===== config.mk =====
export PLATFORM = sky130hd
export DESIGN_NAME = fcq_host
export DESIGN_NICKNAME = d
export VERILOG_FILES = /design/src/hw/fcq_pkg.sv /design/src/hw/fcq_cycle.sv /design/src/hw/fcq_host.sv
export VERILOG_INCLUDE_DIRS = /design/src /design/src/hw
export SDC_FILE = /design/constraint.sdc
export NUM_CORES = 1
export LEC_CHECK = 0
export BUFFER_PORTS_ARGS = -buffer_cell sky130_fd_sc_hd__buf_2
export CAP_MARGIN = 40
export CELL_PAD_IN_SITES_DETAIL_PLACEMENT = 0
export CELL_PAD_IN_SITES_GLOBAL_PLACEMENT = 1
export CORE_MARGIN = 2
export CORE_UTILIZATION = 38
export DETAILED_ROUTE_END_ITERATION = 8
export GPL_ROUTABILITY_DRIVEN = 1
export PLACE_DENSITY_LB_ADDON = 0.1
export SLEW_MARGIN = 15
export SYNTH_ARGS = -nofsm -noshare
export SYNTH_HDL_FRONTEND = slang
export SYNTH_SLANG_ARGS = --single-unit

===== constraint.sdc =====
create_clock -name clk_i -period 2.2 [get_ports clk_i]
set_clock_uncertainty 0.05 [all_clocks]
set_input_delay 0.44 -clock clk_i [delete_from_list [all_inputs] [get_ports clk_i]]
set_output_delay 0.44 -clock clk_i [all_outputs]
set_load 0.02 [all_outputs]

===== src/hw/fcq_map.svh =====
// register offsets, command codes and timing counts of the flash command controller
`ifndef FCQ_MAP_SVH
`define FCQ_MAP_SVH

// ****************************************
// register offsets (byte addresses)
// ****************************************
`define FCQ_REG_CTRL 8'h00
`define FCQ_REG_ADDR 8'h04
`define FCQ_REG_WDATA 8'h08
`define FCQ_REG_RDATA 8'h0C
`define FCQ_REG_STATUS 8'h10

// ****************************************
// status fields and reset values
// ****************************************
`define FCQ_ST_BUSY 0
`define FCQ_ST_REFUSED 1
`define FCQ_ST_MODE_LO 2
`define FCQ_ST_READY 4
`define FCQ_ST_FROM_AUTO 5
`define FCQ_ADDR_RST 20'h00000
`define FCQ_DATA_RST 16'h0000

// ****************************************
// command words and unlock addresses (word mode)
// ****************************************
`define FCQ_UNLOCK1_ADDR 20'h00555
`define FCQ_UNLOCK2_ADDR 20'h002AA
`define FCQ_UNLOCK1_DATA 16'h00AA
`define FCQ_UNLOCK2_DATA 16'h0055
`define FCQ_QUERY_ADDR 20'h00055
`define FCQ_QUERY_DATA 16'h0098
`define FCQ_RESET_DATA 16'h00F0
`define FCQ_AUTOSEL_DATA 16'h0090
`define FCQ_SECURE_DATA 16'h0088
`define FCQ_EXIT_DATA 16'h0000
`define FCQ_BANK_MASK 20'hFF000

// ****************************************
// timing: times in ns, counts in 100 ns cycles
// ****************************************
`define FCQ_CLK_NS 100
`define FCQ_T_WP_NS 35
`define FCQ_T_ACC_NS 70
`define FCQ_T_WPH_NS 30
`define FCQ_T_RP_NS 500
`define FCQ_T_READY_NS 20000
`define FCQ_CYC(ns) (((ns) + `FCQ_CLK_NS - 1) / `FCQ_CLK_NS)
`define FCQ_WP_CYC `FCQ_CYC(`FCQ_T_WP_NS)
`define FCQ_ACC_CYC `FCQ_CYC(`FCQ_T_ACC_NS)
`define FCQ_WPH_CYC `FCQ_CYC(`FCQ_T_WPH_NS)
`define FCQ_RP_CYC `FCQ_CYC(`FCQ_T_RP_NS)
`define FCQ_READY_CYC `FCQ_CYC(`FCQ_T_READY_NS)
`define FCQ_SYNC_CYC 2

`endif


===== src/hw/fcq_pkg.sv =====
// types of the flash command controller
package fcq_pkg;

	// flash pins driven by the controller, all from flip-flops
	typedef struct packed {
		logic ce_n;
		logic we_n;
		logic oe_n;
		logic [19:0] addr;
		logic [15:0] dq;
		logic dq_oe;
	} fcq_pins_t;

	typedef struct packed {
		logic last;
		logic rd;
		logic [19:0] addr;
		logic [15:0] data;
	} fcq_step_t;

	typedef enum logic [2:0] {
		OP_READ = 3'h0,
		OP_RESET = 3'h1,
		OP_QUERY = 3'h2,
		OP_AUTOSEL = 3'h3,
		OP_SEC_ENTER = 3'h4,
		OP_SEC_EXIT = 3'h5,
		OP_WRITE = 3'h6,
		OP_HW_RESET = 3'h7
	} fcq_op_t;

	typedef enum logic [1:0] {
		MODE_ARRAY = 2'h0,
		MODE_QUERY = 2'h1,
		MODE_AUTOSEL = 2'h2,
		MODE_SECURE = 2'h3
	} fcq_mode_t;

	typedef enum logic [2:0] {
		ST_IDLE = 3'h0,
		ST_ISSUE = 3'h1,
		ST_WAIT = 3'h2,
		ST_RST_LOW = 3'h3,
		ST_RST_REC = 3'h4
	} fcq_state_t;

	typedef enum logic [1:0] {
		CY_IDLE = 2'h0,
		CY_SETUP = 2'h1,
		CY_STROBE = 2'h2,
		CY_HOLD = 2'h3
	} fcq_cyc_t;

endpackage

===== src/hw/fcq_cycle.sv =====
// one asynchronous read or write cycle on the flash pins
`timescale 1ns/100ps
`include "fcq_map.svh"

module fcq_cycle (
	input wire logic clk_i,
	input wire logic rst_i,
	input wire logic start_i,
	input wire fcq_pkg::fcq_step_t step_i,
	input wire logic [15:0] dq_i,
	output fcq_pkg::fcq_pins_t pins_o,
	output logic [15:0] rdata_o,
	output logic done_o
);
	import fcq_pkg::*;

	localparam logic [3:0] WR_CNT = 4'(`FCQ_WP_CYC);
	localparam logic [3:0] RD_CNT = 4'(`FCQ_ACC_CYC + `FCQ_SYNC_CYC);
	localparam logic [3:0] GAP_CNT = 4'(`FCQ_WPH_CYC);

	fcq_cyc_t state;
	logic rd;
	logic [3:0] cnt;
	logic [15:0] dq_meta;
	logic [15:0] dq_sync;
	wire cnt_zero = (cnt == 4'h0);

	// ****************************************
	// data pins pass two flip-flops before use
	// ****************************************
	always_ff @(posedge clk_i) begin
		dq_meta <= dq_i;
		dq_sync <= dq_meta;
	end

	// ****************************************
	// cycle sequence: chip select first, strobe, release
	// ****************************************
	always_ff @(posedge clk_i) begin
		done_o <= 1'b0;
		if (rst_i) begin
			state <= CY_IDLE;
			pins_o <= '{ce_n: 1'b1, we_n: 1'b1, oe_n: 1'b1, addr: `FCQ_ADDR_RST, dq: `FCQ_DATA_RST, dq_oe: 1'b0};
			rd <= 1'b0;
			cnt <= 4'h0;
			rdata_o <= `FCQ_DATA_RST;
		end else begin
			unique case (state)
				CY_IDLE: begin
					if (start_i) begin
						// address and chip select settle before the strobe falls
						pins_o.ce_n <= 1'b0;
						pins_o.addr <= step_i.addr;
						pins_o.dq <= step_i.data;
						pins_o.dq_oe <= ~step_i.rd;
						rd <= step_i.rd;
						state <= CY_SETUP;
					end
				end
				CY_SETUP: begin
					pins_o.we_n <= rd;
					pins_o.oe_n <= ~rd;
					cnt <= rd ? RD_CNT : WR_CNT;
					state <= CY_STROBE;
				end
				CY_STROBE: begin
					if (cnt_zero) begin
						// write strobe rises first so data is taken on it
						pins_o.we_n <= 1'b1;
						pins_o.oe_n <= 1'b1;
						if (rd) begin
							rdata_o <= dq_sync;
						end
						cnt <= GAP_CNT;
						state <= CY_HOLD;
					end else begin
						cnt <= cnt - 4'h1;
					end
				end
				CY_HOLD: begin
					pins_o.ce_n <= 1'b1;
					pins_o.dq_oe <= 1'b0;
					if (cnt_zero) begin
						done_o <= 1'b1;
						state <= CY_IDLE;
					end else begin
						cnt <= cnt - 4'h1;
					end
				end
			endcase
		end
	end
endmodule


===== src/hw/fcq_host.sv =====
// host controller issuing command sequences and reads to a dual-bank parallel flash
//
// Summary of operation
// - query mode entered by writing 98h to word address 55h from read mode.
// - host writes reset after a timeout error or to leave autoselect.
// - autoselect only from read mode and never while the device is busy.
// - autoselect entry is two unlock cycles then bank address with command.
// - three-cycle entry to secure region, four-cycle exit; entry refused while busy.
//
// Register access over Wishbone and the placing of the registers were chosen for this implementation.
`timescale 1ns/100ps
`include "fcq_map.svh"

module fcq_host #(
	parameter int READY_CYC = `FCQ_READY_CYC
) (
	input wire logic clk_i,
	input wire logic rst_i,
	input wire logic wb_cyc_i,
	input wire logic wb_stb_i,
	input wire logic wb_we_i,
	input wire logic [7:0] wb_adr_i,
	input wire logic [3:0] wb_sel_i,
	input wire logic [31:0] wb_dat_i,
	output logic [31:0] wb_dat_o,
	output logic wb_ack_o,
	output fcq_pkg::fcq_pins_t flash_o,
	input wire logic [15:0] flash_dq_i,
	input wire logic flash_ready_i,
	output logic flash_rst_n_o
);
	import fcq_pkg::*;

	fcq_state_t state;
	fcq_mode_t mode;
	fcq_op_t op;
	logic [1:0] idx;
	logic [19:0] addr;
	logic [15:0] wdata;
	logic [15:0] rdata;
	logic refused;
	logic from_auto;
	logic ready_meta;
	logic ready_sync;
	logic [15:0] cnt;
	logic cyc_start;
	logic cyc_done;
	logic [15:0] cyc_rdata;
	fcq_step_t step;

	// ****************************************
	// command sequences, one step per flash cycle
	// ****************************************
	function automatic fcq_step_t step_of(fcq_op_t o, logic [1:0] i, logic [19:0] a, logic [15:0] d);
		fcq_step_t s;
		s = '{last: 1'b0, rd: 1'b0, addr: `FCQ_UNLOCK1_ADDR, data: `FCQ_UNLOCK1_DATA};
		if (i == 2'h1) begin
			s.addr = `FCQ_UNLOCK2_ADDR;
			s.data = `FCQ_UNLOCK2_DATA;
		end
		case (o)
			OP_READ: s = '{last: 1'b1, rd: 1'b1, addr: a, data: d};
			OP_WRITE: s = '{last: 1'b1, rd: 1'b0, addr: a, data: d};
			OP_RESET: s = '{last: 1'b1, rd: 1'b0, addr: a, data: `FCQ_RESET_DATA};
			OP_QUERY: s = '{last: 1'b1, rd: 1'b0, addr: `FCQ_QUERY_ADDR, data: `FCQ_QUERY_DATA};
			OP_AUTOSEL: if (i == 2'h2) begin
				// bank address carried with the command
				s = '{last: 1'b1, rd: 1'b0, addr: (a & `FCQ_BANK_MASK) | `FCQ_UNLOCK1_ADDR, data: `FCQ_AUTOSEL_DATA};
			end
			OP_SEC_ENTER: if (i == 2'h2) begin
				s = '{last: 1'b1, rd: 1'b0, addr: `FCQ_UNLOCK1_ADDR, data: `FCQ_SECURE_DATA};
			end
			OP_SEC_EXIT: begin
				if (i == 2'h2) begin
					s.data = `FCQ_AUTOSEL_DATA;
				end
				if (i == 2'h3) begin
					s = '{last: 1'b1, rd: 1'b0, addr: a, data: `FCQ_EXIT_DATA};
				end
			end
			default: s.last = 1'b1;
		endcase
		return s;
	endfunction

	// byte-lane merge for software writes
	function automatic logic [31:0] merge(logic [31:0] old, logic [31:0] nw, logic [3:0] sel);
		logic [31:0] r;
		r = old;
		for (int b = 0; b < 4; b++) begin
			if (sel[b]) begin
				r[b*8 +: 8] = nw[b*8 +: 8];
			end
		end
		return r;
	endfunction

	// ****************************************
	// register bus decode
	// ****************************************
	wire bus_req = wb_cyc_i & wb_stb_i & ~wb_ack_o;
	wire bus_wr = bus_req & wb_we_i;
	wire busy = (state != ST_IDLE);
	wire wr_ctrl = bus_wr & (wb_adr_i == `FCQ_REG_CTRL) & wb_sel_i[0];
	wire wr_addr = bus_wr & (wb_adr_i == `FCQ_REG_ADDR) & ~busy;
	wire wr_wdata = bus_wr & (wb_adr_i == `FCQ_REG_WDATA) & ~busy;
	wire clr_refused = bus_wr & (wb_adr_i == `FCQ_REG_STATUS) & wb_sel_i[0] & wb_dat_i[`FCQ_ST_REFUSED];
	wire fcq_op_t req_op = fcq_op_t'(wb_dat_i[2:0]);
	// autoselect only from read mode, query from read or autoselect mode, both only on a ready device
	wire auto_bad = (req_op == OP_AUTOSEL) & (~ready_sync | (mode != MODE_ARRAY));
	wire query_bad = (req_op == OP_QUERY) & (~ready_sync | ((mode != MODE_ARRAY) & (mode != MODE_AUTOSEL)));
	wire sec_bad = (req_op == OP_SEC_ENTER) & (~ready_sync | (mode != MODE_ARRAY));
	wire start_ok = wr_ctrl & ~busy & ~auto_bad & ~query_bad & ~sec_bad;
	wire refuse = wr_ctrl & ~start_ok;
	wire [31:0] addr_next = merge({12'h000, addr}, wb_dat_i, wb_sel_i);
	wire [31:0] wdata_next = merge({16'h0000, wdata}, wb_dat_i, wb_sel_i);
	wire [31:0] status_word = {26'h0, from_auto, ready_sync, mode, refused, busy};
	wire [31:0] rd_word = (wb_adr_i == `FCQ_REG_CTRL) ? {29'h0, op} :
		(wb_adr_i == `FCQ_REG_ADDR) ? {12'h000, addr} :
		(wb_adr_i == `FCQ_REG_WDATA) ? {16'h0000, wdata} :
		(wb_adr_i == `FCQ_REG_RDATA) ? {16'h0000, rdata} :
		(wb_adr_i == `FCQ_REG_STATUS) ? status_word : 32'h00000000;

	always_ff @(posedge clk_i) begin
		if (rst_i) begin
			wb_ack_o <= 1'b0;
			wb_dat_o <= 32'h00000000;
		end else begin
			wb_ack_o <= bus_req;
			wb_dat_o <= bus_req ? rd_word : 32'h00000000;
		end
	end

	always_ff @(posedge clk_i) begin
		ready_meta <= flash_ready_i;
		ready_sync <= ready_meta;
	end

	// ****************************************
	// software-written registers
	// ****************************************
	always_ff @(posedge clk_i) begin
		if (rst_i) begin
			addr <= `FCQ_ADDR_RST;
			wdata <= `FCQ_DATA_RST;
			refused <= 1'b0;
		end else begin
			if (wr_addr) begin
				addr <= addr_next[19:0];
			end
			if (wr_wdata) begin
				wdata <= wdata_next[15:0];
			end
			// a new refusal wins over a clear in the same cycle
			refused <= refuse | (refused & ~clr_refused);
		end
	end

	// ****************************************
	// sequencer over flash cycles and the reset pin
	// ****************************************
	assign step = step_of(op, idx, addr, wdata);
	assign cyc_start = (state == ST_ISSUE);

	always_ff @(posedge clk_i) begin
		if (rst_i) begin
			state <= ST_IDLE;
			op <= OP_READ;
			idx <= 2'h0;
			cnt <= 16'h0000;
			mode <= MODE_ARRAY;
			from_auto <= 1'b0;
			rdata <= `FCQ_DATA_RST;
			flash_rst_n_o <= 1'b1;
		end else begin
			unique case (state)
				ST_IDLE: begin
					if (start_ok) begin
						op <= req_op;
						idx <= 2'h0;
						cnt <= 16'(`FCQ_RP_CYC);
						state <= (req_op == OP_HW_RESET) ? ST_RST_LOW : ST_ISSUE;
						flash_rst_n_o <= (req_op != OP_HW_RESET);
					end
				end
				ST_ISSUE: state <= ST_WAIT;
				ST_WAIT: begin
					if (cyc_done) begin
						idx <= idx + 2'h1;
						state <= step.last ? ST_IDLE : ST_ISSUE;
						if (step.last) begin
							unique case (op)
								// query words carry their value on the low byte
								OP_READ: rdata <= (mode == MODE_QUERY) ? {8'h00, cyc_rdata[7:0]} : cyc_rdata;
								OP_QUERY: begin
									from_auto <= (mode == MODE_AUTOSEL);
									mode <= MODE_QUERY;
								end
								OP_RESET: begin
									// leave autoselect or a query entered from it
									mode <= (mode == MODE_QUERY && from_auto) ? MODE_AUTOSEL :
										(mode == MODE_SECURE) ? MODE_SECURE : MODE_ARRAY;
									from_auto <= 1'b0;
								end
								OP_AUTOSEL: mode <= MODE_AUTOSEL;
								OP_SEC_ENTER: mode <= MODE_SECURE;
								OP_SEC_EXIT: mode <= MODE_ARRAY;
								default: mode <= mode;
							endcase
						end
					end
				end
				ST_RST_LOW: begin
					if (cnt == 16'h0001) begin
						flash_rst_n_o <= 1'b1;
						cnt <= 16'(READY_CYC);
						mode <= MODE_ARRAY;
						from_auto <= 1'b0;
						state <= ST_RST_REC;
					end else begin
						cnt <= cnt - 16'h0001;
					end
				end
				ST_RST_REC: begin
					if (cnt == 16'h0001) begin
						state <= ST_IDLE;
					end else begin
						cnt <= cnt - 16'h0001;
					end
				end
				default: state <= ST_IDLE;
			endcase
		end
	end

	fcq_cycle u_cycle (
		.clk_i(clk_i),
		.rst_i(rst_i),
		.start_i(cyc_start),
		.step_i(step),
		.dq_i(flash_dq_i),
		.pins_o(flash_o),
		.rdata_o(cyc_rdata),
		.done_o(cyc_done)
	);
endmodule


* After elaboration in Yosys (flattened, before gate mapping)
Index checks and enable logic that the tools add are counted.
** Word-level totals
- Bits in registers :: 212
- Logic and storage cells :: 209
** Operators by class
- $add $sub $neg :: 3
- Equality and inequality tests :: 42
- Multiplexer cells :: 56
- Bitwise gates (word level) :: 37
- Reduce and logical (&&, ||, !) cells :: 38
** Operators with widths (number)
- $pmux W37 S7 :: 1
- $mux W38 :: 3
- $mux W16 :: 7
- $pmux W16 S3 :: 1
- $mux W27 :: 1
- $mux W2 :: 12
- $and A1 B1 Y1 :: 22
- $mux W20 :: 1
- $reduce_and A2 Y1 :: 10
- $eq A3 B2 Y1 const B :: 6
- $eq A3 B3 Y1 const B :: 6
- $eq A16 B1 Y1 const B :: 1
- $eq A8 B4 Y1 const B :: 2
- $ne A2 B2 Y1 const B :: 8
- $sub A16 B1 Y16 const B :: 1
- $mux W3 :: 5
- $pmux W3 S5 :: 1
- $reduce_and A3 Y1 :: 5
- $eq A2 B2 Y1 const B :: 6
- $not A1 Y1 :: 12
- $pmux W2 S2 :: 3
- $pmux W4 S3 :: 1
- $reduce_bool A2 Y1 :: 6
- $pmux W1 S2 :: 5
- 27 further kinds :: 50

* Logic depth before layout (Yosys ltp)
Gate-level depths: netlist of the first run.
- Depth after elaboration :: 12
- Depth in mapped cells :: 9
- Depth with buffers taken out :: 7

* Hierarchy
From an unflattened synthesis of the first run, not the netlist that was laid out.
** Unflattened totals
- Cell total of the unflattened synthesis :: 1030
- Area, all modules :: 8597.0 um2
** Modules (own cells, without submodules)
- fcq_host :: instances 1, cells an instance 688, area an instance 5385.2 um2
- fcq_cycle :: instances 1, cells an instance 342, area an instance 3211.8 um2

* Least setup slack after synthesis of the first run
Ideal clock, no wire load.
- Path kind :: reg2reg
- Start point :: register cnt[1]
- End point :: register cnt[0]
- Arrival time :: 2200 ps
- Required time :: 2008 ps
- Setup slack :: -192 ps
- Stages on the path, launching flop included :: 9
- Path buffers :: 1
- Period minus slack after synthesis :: 2392 ps
- Cells stage by stage :: dfxtp_1 inv_1 ha_1 or4b_2 or4_1 buf_2 a21o_1 a221oi_2 a221oi_2
** On the way
- Longest elaborated chain between the ends :: 3
- Elaborated cells on any way between the ends :: 5
- Classes of those cells :: 2 x eq/ne; 2 x mux; 1 x reduce/logical
** RTL lines
- start, declared :: line fcq_host.sv:45 : logic [15:0] cnt;
- start signal, assigned :: line fcq_host.sv:181 : cnt <= 16'(`FCQ_RP_CYC);
- start signal, assigned :: line fcq_host.sv:216 : cnt <= 16'(READY_CYC);
- start signal, assigned :: line fcq_host.sv:221 : cnt <= cnt - 16'h0001;
- $eq A16 B1 Y1 (*) :: line fcq_host.sv:214, fcq_host.sv:225
- $mux W16 / $ne A2 B2 Y1 (equally long branches)
- $pmux W16 S3 / $reduce_and A3 Y1 (equally long branches)
Mark *: on every way between the ends. The rest lies on a longest branch, timed or not.
A chain may end at the register's enable or synchronous reset.

* Worst setup path in the final report of the first run
- Start point :: register cnt[8]
- End point :: register cnt[0]
Same word-level chain as after synthesis.

==> results_dict.tcl, run 1 <==
set metrics [dict create \
    synth_area_leader_cell "dfxtp_1" \
    final_layout_size_suffix_gt1_share_pct 25.36 \
    cts_made_buffers 17 \
    netlist_top_cells_area "dfxtp_1 46%, nand2_1 5.7%, mux2i_1 5.6%" \
    synth_ff_type "dfxtp_1" \
    cts.path.max_buffers 2 \
    synth-seq-cells 200 \
    ios 140 \
    mostFrequentLayoutCell "dfxtp_1" \
    setup.worst_path.class "flop to flop" \
    finalHoldViolCount 0 \
    drc 0 \
    finalNonFillerCells 1474 \
    antenna_found_initial 2 \
    required_ns 2.50 \
    power_density_mw_per_mm2 697.4 \
    drt-total-wl_um 24760 \
    cp.depth 6 \
    clock.fmax_ghz 0.4418 \
    grt_usage_pct 20.71 \
    fp.coreArea_mm2 0.02250 \
    place.gp.congestion 0.8216 \
    violations "negative setup slack" \
    dieArea_mm2 0.02399 \
    setup_viol 13 \
    cts_tree "built" \
    cpPeakStageDelay_ns 0.60 \
    cts_htree_levels 4 \
    critPathArrivalTime_ns 2.56 \
    root_buffer "clkbuf_16" \
    worstPathCellList "or4_4 -> or4_4 -> o21ai_4 -> buf_12 -> a221oi_2 -> a221oi_2" \
    start_kind "flop" \
    tightest_slew_ns 0.6382 \
    hold_path.class "input port to flop" \
    die_y_um 154.9 \
    final_antenna_net_count 0 \
    cpMaxStageDelayCell "or4_4" \
    start_util_pct 38.45 \
    ys_warn_count 0 \
    status "finished, violations left" \
    p_leak_nw 4.432 \
    synth_area_mm2 0.008652 \
    syn2layout_area_growth_pct 25.73 \
    clock-sinks 200 \
    insertion_delay_ns 0.43 \
    irDropWorstVdd_uv 500.3 \
    synth_cell_types 70 \
    min_period_ns 2.263 \
    synth-seq-area-share_pct 46.28 \
    crit_family "simple AND/OR/NAND/NOR gates" \
    std_cell_rows 55 \
    fin_crit_sh_pct 102.9 \
    syn_area_per_cell_um2 8.696 \
    post-synth-top-area-fraction_pct 46.28 \
    maxCapViolations 0 \
    routed-via-count 7615 \
    grt_max_degree 59 \
    grt-ovfl-total 0 \
    nets 1253 \
    ctsHoldBuffers 0 \
    reg2regPathDepth 6 \
    synth_cells 995 \
    hpwl_um 17990 \
    path_clk_slew_ns 0.08 \
    die_x_um 154.9 \
    worst_setup_path_end_kind "flop" \
    path_buf_inv 1 \
    fill_cells 2226 \
    grt_pass1_wl_um 39100 \
    slew_headroom_pct 57.45 \
    whs_path_depth 1 \
    first_iter_violations 457 \
    portBuffers 114 \
    vias_per_cell 5.166 \
    place_inst 1433 \
    rsz0062_at_grt "true" \
    firstDrtPassIters 5 \
    grt_pass1_vias 7197 \
    cp_max_fo 7 \
    slew_viol_final 0 \
    final_cell_mix "197 x dfxtp_1, 131 x nand2_1, 113 x buf_2" \
    pre_cts_slack_ns -0.2697 \
    routedWlPerCell_um 16.80 \
    synth-edff-count 0 \
    fin_ws_ns -0.06343 \
    async_flop_share_pct 0 \
]
through the flow:
| stage | utilization [%] | hold WS (ns) | total power [mW] | area (um^2) | setup TNS, ns |
|---|---|---|---|---|---|
| after floorplan | - | 0.2596 | 4.301 | 8720 | -0.7961 |
| after global placement | 45.04 | 0.2608 | 4.511 | 10130 | -2.183 |
| after detailed placement | 45.04 | 0.2621 | 4.506 | 10130 | -2.844 |
| after CTS | 48.08 | 0.03143 | 7.689 | 10820 | -0.5953 |
| after global routing | 48.34 | 0.02644 | 7.934 | 10880 | -1.973 |
| final | 48.34 | 0.05263 | 7.586 | 10880 | -0.5141 |
what timing repair did:
action	4_1_cts	5_1_grt
pin swaps	2	0
resized for setup	12	11
buffers inserted	3	3
endpoints found under the setup margin	15	20
cloned	0	1
state kept, by name, summed over array words and instances, names as in the netlist, 16 cells and up:
| register | cells |
|---|---|
| u_cycle.dq_sync | 16 |
| wdata | 16 |
| u_cycle.rdata_o | 16 |
| u_cycle.dq_meta | 16 |
| wb_dat_o | 20 |
| cnt | 16 |
| u_cycle.pins_o | 40 |
| addr | 20 |
| rdata | 16 |
routing by layer:
metal  up-vias  wire (um)  GRT usage [%]
li1       3845          -              -
met1      3608      12090          29.63
met2       148      11530          32.61
met3        14        883          3.175
met4         0        250          5.556
met5         -          0              0
cell families (layout without fill, tap and decap cells):
family	count (synthesis)	in the layout	share of synthesized area (%)
other	1	14	0.04334
adders and majority gates	13	13	1.880
muxes	57	57	6.725
xor gates and xnor gates	5	5	0.5061
and+or+nand+nor	353	353	19.68
DFF	200	200	46.28
AOI/OAI and AO/OA	268	268	19.99
buffers and inverters	98	279	4.902
final cells by class:
type | instances | area, um^2 | area share (%)
repair buffers | 223 | 1460 | 13.42
flip-flops and latches | 200 | 4008 | 36.84
multi-input cells | 708 | 4340 | 39.90
clock buffers | 18 | 439.2 | 4.037
well taps | 285 | 356.6 | 3.278
inverters | 24 | 90.09 | 0.8282
diodes | 2 | 5.005 | 0.04601
clock inverters | 14 | 178.9 | 1.645
Yosys cell counts, types with 5 or more instances:
| library cell | instances |
|---|---|
| a22oi_1 | 20 |
| nand3_1 | 22 |
| clkbuf_1 | 54 |
| a21boi_0 | 5 |
| buf_4 | 12 |
| nor2_1 | 95 |
| a211oi_1 | 17 |
| nand4_1 | 6 |
| o21ai_1 | 6 |
| o31ai_1 | 10 |
| o2111ai_1 | 7 |
| mux2_2 | 9 |
| mux2i_1 | 48 |
| nor3_1 | 13 |
| and2_1 | 13 |
| a21oi_1 | 93 |
| nor3b_1 | 5 |
| a31oi_1 | 5 |
| or4_1 | 5 |
| o22ai_1 | 8 |
| or3_1 | 6 |
| nand2b_1 | 17 |
| ha_1 | 13 |
| o21bai_1 | 10 |
| dfxtp_1 | 200 |
| nor2b_1 | 12 |
| o21ai_0 | 48 |
| inv_1 | 22 |
| nand2_1 | 131 |
report_power, final:
group          total, mW  switching [mW]  leakage, nW  internal [mW]
Clock               3.15            1.57        0.294           1.57
Sequential          3.76          0.0541         1.63           3.71
Combinational      0.678           0.400         2.51          0.279
Total               7.59            2.03         4.43           5.56
final timing paths:
| kind | to | slack [ns] | startpoint |
|---|---|---|---|
| min | u_cycle.dq_meta[7]$_DFF_P_ | 0.05 | flash_dq_i[7] |
| max reg2reg | cnt[0]$_SDFFE_PP0P_ | -0.06 | cnt[8]$_SDFFE_PP0P_ |
| max | cnt[0]$_SDFFE_PP0P_ | -0.06 | cnt[8]$_SDFFE_PP0P_ |
| min reg2reg | u_cycle.dq_sync[11]$_DFF_P_ | 0.28 | u_cycle.dq_meta[11]$_DFF_P_ |
(Power assumes the default switching activity.)
==> inputs of run 2 (changes only) <==
--- a/config.mk
+++ b/config.mk
@@ -11,7 +11,7 @@
 export CELL_PAD_IN_SITES_DETAIL_PLACEMENT = 0
 export CELL_PAD_IN_SITES_GLOBAL_PLACEMENT = 1
 export CORE_MARGIN = 2
-export CORE_UTILIZATION = 38
+export CORE_UTILIZATION = 46
 export DETAILED_ROUTE_END_ITERATION = 8
 export GPL_ROUTABILITY_DRIVEN = 1
 export PLACE_DENSITY_LB_ADDON = 0.1
==> constraint.sdc (replaced) <==
create_clock -name clk_i -period 2.7 [get_ports clk_i]
set_clock_uncertainty 0.05 [all_clocks]
set_input_delay 0.54 -clock clk_i [delete_from_list [all_inputs] [get_ports clk_i]]
set_output_delay 0.54 -clock clk_i [all_outputs]
set_load 0.02 [all_outputs]
==> results_dict.tcl, run 2 (same netlist as run 1, synthesis figures left out) <==
set metrics [dict create \
    pre_cts_slack_ns 0.09279 \
    tightest_slew_ns 0.7451 \
    finalHoldViolCount 0 \
    place.gp.congestion 0.8445 \
    hold_path.class "input port to flop" \
    cts.path.max_buffers 2 \
    multi_input_area_mm2 0.004282 \
    clock-sinks 200 \
    final_layout_size_suffix_gt1_share_pct 20.09 \
    die_y_um 141.1 \
    grt-ovfl-total 0 \
    root_buffer "clkbuf_16" \
    grt_usage_pct 23.53 \
    whs_path_depth 1 \
    slew_viol_final 0 \
    start_kind "flop" \
    worstReg2RegEnd "cnt[7]$_SDFFE_PP0P_" \
    place_inst 1327 \
    startpoint "cnt[1]$_SDFFE_PP0P_" \
    rsz0062_at_grt "false" \
    mostFrequentLayoutCell "dfxtp_1" \
    start_util_pct 46.57 \
    syn2layout_area_growth_pct 18.74 \
    first_iter_violations 451 \
    cp-endpoint "cnt[7]$_SDFFE_PP0P_" \
    drc 0 \
    reg2reg_from "cnt[1]$_SDFFE_PP0P_" \
    min_period_ns 2.502 \
    ctsHoldBuffers 0 \
    routed-via-count 7393 \
    setup.worst_path.class "flop to flop" \
    ios 140 \
    cts_setup_buffers 0 \
    antenna_found_initial 0 \
    n_antenna_cell 0 \
    final_antenna_net_count 0 \
    die_x_um 141.1 \
    cts_htree_levels 4 \
    reg2regPathDepth 8 \
    drt-total-wl_um 22850 \
    hpwl_um 16350 \
    critPathArrivalTime_ns 2.81 \
    maxCapViolations 0 \
    fp.coreArea_mm2 0.01858 \
    std_cell_rows 50 \
    cts_resized 0 \
    cts_made_buffers 17 \
    worst_setup_path_end_kind "flop" \
    grt_pass1_vias 6931 \
    status "complete, no violations" \
    grt_pass1_wl_um 37220 \
    routedWlPerCell_um 16.81 \
    fill_cells 1820 \
    layout_top_registers "u_cycle.pins_o (40), addr (20), wb_dat_o (20)" \
    finalPower_mw 6.451 \
    vias_per_cell 5.440 \
    p_leak_nw 4.115 \
    nets 1191 \
    final_cell_mix "200 x dfxtp_1, 131 x nand2_1, 113 x buf_2" \
    cts_tree "built" \
    portBuffers 114 \
    required_ns 3.01 \
    firstDrtPassIters 5 \
    rrSetupSlack_ns 0.20 \
    finalNonFillerCells 1359 \
    largest_reg_flops 40 \
    power_density_mw_per_mm2 628.0 \
    insertion_delay_ns 0.45 \
    path_clk_slew_ns 0.09 \
    clock.fmax_ghz 0.3998 \
    fin_ws_ns 0.1985 \
    holdWs_ns 0.1345 \
    dieArea_mm2 0.01992 \
    irDropWorstVdd_uv 427.2 \
    setup_tns_ns 0 \
    setup_viol 0 \
    fin_crit_sh_pct 92.65 \
    ff_latch_area_mm2 0.004004 \
    largest_register "u_cycle.pins_o" \
    grt_max_degree 63 \
    cp_max_fo 13 \
    slew_headroom_pct 50.26 \
]
==> run 2: layout make-up <==
type | instances | area share (%)
Multi-Input combinational cell | 708 | 41.68
Sequential cell | 200 | 38.97
Timing Repair Buffer | 161 | 9.134
Clock buffer | 17 | 4.141
Tap cell | 234 | 2.850
Clock inverter | 15 | 2.351
Inverter | 24 | 0.8769
==> run 2: worst min-delay path by stage <==
stage / start / endpoint
after global routing: flash_dq_i[9] / u_cycle.dq_meta[9]$_DFF_P_
after floorplan: ready_meta$_DFF_P_ / ready_sync$_DFF_P_
final: flash_dq_i[10] / u_cycle.dq_meta[10]$_DFF_P_
after CTS: flash_dq_i[0] / u_cycle.dq_meta[0]$_DFF_P_
after detailed placement: u_cycle.dq_meta[10]$_DFF_P_ / u_cycle.dq_sync[10]$_DFF_P_
after global placement: u_cycle.dq_meta[12]$_DFF_P_ / u_cycle.dq_sync[12]$_DFF_P_
==> run 2: power by group <==
part	total [mW]	switching [mW]	internal, mW
Combinational	0.551	0.320	0.231
Clock	2.84	1.48	1.36
Sequential	3.06	0.0430	3.02
==> run 2: per-layer routing <==
metal | up-vias | wire [um] | global-route usage (%)
met5 | - | 0 | 0
met4 | 0 | 329 | 6.105
met3 | 23 | 1115 | 4.144
met2 | 193 | 10600 | 36.84
met1 | 3447 | 10800 | 33.65
li1 | 3730 | - | -
==> run 2: metrics by stage <==
stage,instance area (um^2),utilization [%]
after floorplan,8693,-
final,10270,55.29
after CTS,10270,55.29
after global routing,10270,55.29
after global placement,9607,51.70
after detailed placement,9607,51.70
==> run 2: critical path, stage by stage, from the launching register on <==
cell and delay (ns):
dfxtp_1 0.33, inv_1 0.09, ha_1 0.14, or4b_2 0.59
or4_1 0.58, o21ai_4 0.20, buf_12 0.15, a221oi_1 0.06
o32ai_2 0.22
==> inputs of run 3 (changes only) <==
--- a/config.mk
+++ b/config.mk
@@ -6,12 +6,13 @@
 export SDC_FILE = /design/constraint.sdc
 export NUM_CORES = 1
 export LEC_CHECK = 0
+export ABC_AREA = 1
 export BUFFER_PORTS_ARGS = -buffer_cell sky130_fd_sc_hd__buf_2
-export CAP_MARGIN = 40
+export CAP_MARGIN = 20
 export CELL_PAD_IN_SITES_DETAIL_PLACEMENT = 0
 export CELL_PAD_IN_SITES_GLOBAL_PLACEMENT = 1
 export CORE_MARGIN = 2
-export CORE_UTILIZATION = 46
+export CORE_UTILIZATION = 44
 export DETAILED_ROUTE_END_ITERATION = 8
 export GPL_ROUTABILITY_DRIVEN = 1
 export PLACE_DENSITY_LB_ADDON = 0.1
==> results_dict.tcl, run 3 <==
set metrics [dict create \
    status "complete, no violations" \
    insertion_delay_ns 0.44 \
    grt_max_degree 86 \
    nets 1299 \
    rsz0062_at_grt "false" \
    start_util_pct 45.19 \
    worst_setup_path_end_kind "flop" \
    firstDrtPassIters 5 \
    dieArea_mm2 0.02053 \
    required_ns 2.96 \
    cts_setup_buffers 0 \
    tightest_slew_ns 0.6845 \
    setup.worst_path.class "flop to flop" \
    final_cell_area_mm2 0.009935 \
    grt-ovfl-total 0 \
    power_density_mw_per_mm2 629.5 \
    synthTopCellsByCount "200 x dfxtp_1, 199 x nand2_1, 124 x inv_1" \
    syn_area_per_cell_um2 7.644 \
    setup_tns_ns 0 \
    ctsHoldBuffers 0 \
    fill_cells 1937 \
    netlist_top_cells_area "dfxtp_1 47%, nand2_1 8.7%, a21oi_1 6.2%" \
    root_buffer "clkbuf_16" \
    crit_family "simple AND/OR/NAND/NOR gates" \
    cts_resized 0 \
    finalHoldViolCount 0 \
    synth-seq-area-share_pct 46.89 \
    antenna_found_initial 0 \
    largest_register "u_cycle.pins_o" \
    path_buf_inv 2 \
    synth_ff_type "dfxtp_1" \
    cts_tree "built" \
    fin_util_pct 52.58 \
    mostFrequentLayoutCell "dfxtp_1" \
    cpMostUsedCell "nand2_2" \
    final_cell_mix "200 x dfxtp_1, 199 x nand2_1, 124 x inv_1" \
    layout_top_registers "u_cycle.pins_o (40), addr (20), wb_dat_o (20)" \
    synth_cell_types 47 \
    fp.coreArea_mm2 0.01889 \
    worstPathCellList "nor2_1 -> nand2_2 -> nand2_2 -> inv_2 -> nand3_2 -> inv_2 -> nand2_2 -> nand3_1 -> a21oi_1" \
    async_flop_share_pct 0 \
    routedWlPerCell_um 14.88 \
    maxCapViolations 0 \
    start_kind "flop" \
    min_period_ns 2.120 \
    critPathArrivalTime_ns 2.38 \
    cp_max_fo 13 \
    clock-sinks 200 \
    drt-total-wl_um 22220 \
    ios 140 \
    multi_input_area_mm2 0.003769 \
    n_antenna_cell 0 \
    std_cell_rows 50 \
    ff_latch_area_mm2 0.004004 \
    die_x_um 143.3 \
    fin_crit_sh_pct 78.54 \
    syn2layout_area_growth_pct 16.35 \
    vias_per_cell 4.952 \
    cts.path.max_buffers 2 \
    finalNonFillerCells 1493 \
    synth-seq-cells 200 \
    path_clk_slew_ns 0.09 \
    first_iter_violations 431 \
    grt_pass1_wl_um 35540 \
    grt_pass1_vias 6717 \
    synth_area_mm2 0.008538 \
    final_layout_size_suffix_gt1_share_pct 17.36 \
    irDropWorstVdd_uv 432.7 \
    synth-edff-count 0 \
    cpPeakStageDelay_ns 0.52 \
    cpMaxStageDelayCell "dfxtp_1" \
    grt_usage_pct 22.08 \
    final_antenna_net_count 0 \
    cts_made_buffers 17 \
    synth_cells 1117 \
    ys_warn_count 0 \
    place.gp.congestion 0.9273 \
    hpwl_um 16210 \
    slew_headroom_pct 54.25 \
    largest_reg_flops 40 \
    hold_path.class "input port to flop" \
    post-synth-top-area-fraction_pct 46.89 \
    routed-via-count 7394 \
    yosysMostFrequentCell "dfxtp_1" \
    synth_area_leader_cell "dfxtp_1" \
    placed_area_mm2 0.009289 \
    portBuffers 114 \
    setup_viol 0 \
    place_inst 1461 \
    rrSetupSlack_ns 0.58 \
    cts_htree_levels 4 \
    die_y_um 143.3 \
    drc 0 \
    clock.fmax_ghz 0.4716 \
    slew_viol_final 0 \
    p_leak_nw 4.220 \
]
[run 3: cell count changes after synthesis, sizes merged, moves of 17 or more]
| cell | before | now |
|---|---|---|
| clkbuf | 54 | 22 |
| o21ai | 55 | 81 |
| nand2 | 131 | 216 |
| nand3 | 22 | 82 |
| inv | 23 | 133 |
| mux2i | 48 | 1 |
| nor2 | 95 | 128 |
| a22oi | 20 | 0 |
| nand2b | 17 | 0 |
| a21oi | 93 | 110 |
[run 3: area by class of cell]
cell class              instances  share of cell area, %
multi-input cells             739                  37.93
clock inverters                15                  2.217
flip-flops and latches        200                  40.30
inverters                     136                  5.214
clock buffers                  17                  4.282
well taps                     260                  3.275
repair buffers                126                  6.776
[run 3: metrics by stage]
| step | power (mW) | setup WS, ns | hold slack, ns |
|---|---|---|---|
| final | 6.254 | 0.5795 | 0.1403 |
| after global routing | 6.493 | 0.3205 | 0.1213 |
| after CTS | 6.293 | 0.5722 | 0.1245 |
| after detailed placement | 3.612 | 0.3534 | 0.2628 |
| after global placement | 3.607 | 0.3884 | 0.2613 |
| after floorplan | 3.459 | 0.8983 | 0.2596 |
[run 3: per-layer routing]
layer / part of all wire [%] / track usage (%) / wire, um / vias to the layer above
li1: - / - / - / 3868
met1: 50 / 31.81 / 11190 / 3333
met2: 44 / 34.50 / 9774 / 169
met3: 4.2 / 3.599 / 933 / 24
met4: 1.4 / 5.779 / 315 / 0
met5: 0 / 0 / 0 / -
[run 3: report_power, final]
group	switching (mW)	internal (mW)
clock	1.40	1.31
sequential	0.0360	3.02
combinational	0.321	0.166
total	1.76	4.50
[run 3: worst register-to-register path, delay by kind of cell (launching register included)]
family | cells | cell delay [ns]
and+or+nand+nor | 6 | 1.02
DFF | 1 | 0.52
buffers and inverters | 2 | 0.33
AOI/OAI and AO/OA | 1 | 0.06
[run 3: kinds of logic after synthesis]
logic type | count (synthesis) | synth area share [%]
and+or+nand+nor | 459 | 24.52
AOI/OAI and AO/OA | 250 | 16.66
xor gates and xnor gates | 4 | 0.4103
muxes | 1 | 0.1172
adders and majority gates | 13 | 1.905
DFF | 200 | 46.89
buffers and inverters | 189 | 9.452
other | 1 | 0.04392
[run 3: final timing paths]
path | from | end | cells after the start
worst min register to register | ready_meta$_DFF_P_ | ready_sync$_DFF_P_ | 0
worst max register to register | op[2]$_SDFFE_PP0P_ | u_cycle.pins_o[33]$_SDFFE_PP0P_ | 9
worst max-delay path | op[2]$_SDFFE_PP0P_ | u_cycle.pins_o[33]$_SDFFE_PP0P_ | 9
worst min-delay path | flash_dq_i[8] | u_cycle.dq_meta[8]$_DFF_P_ | 1
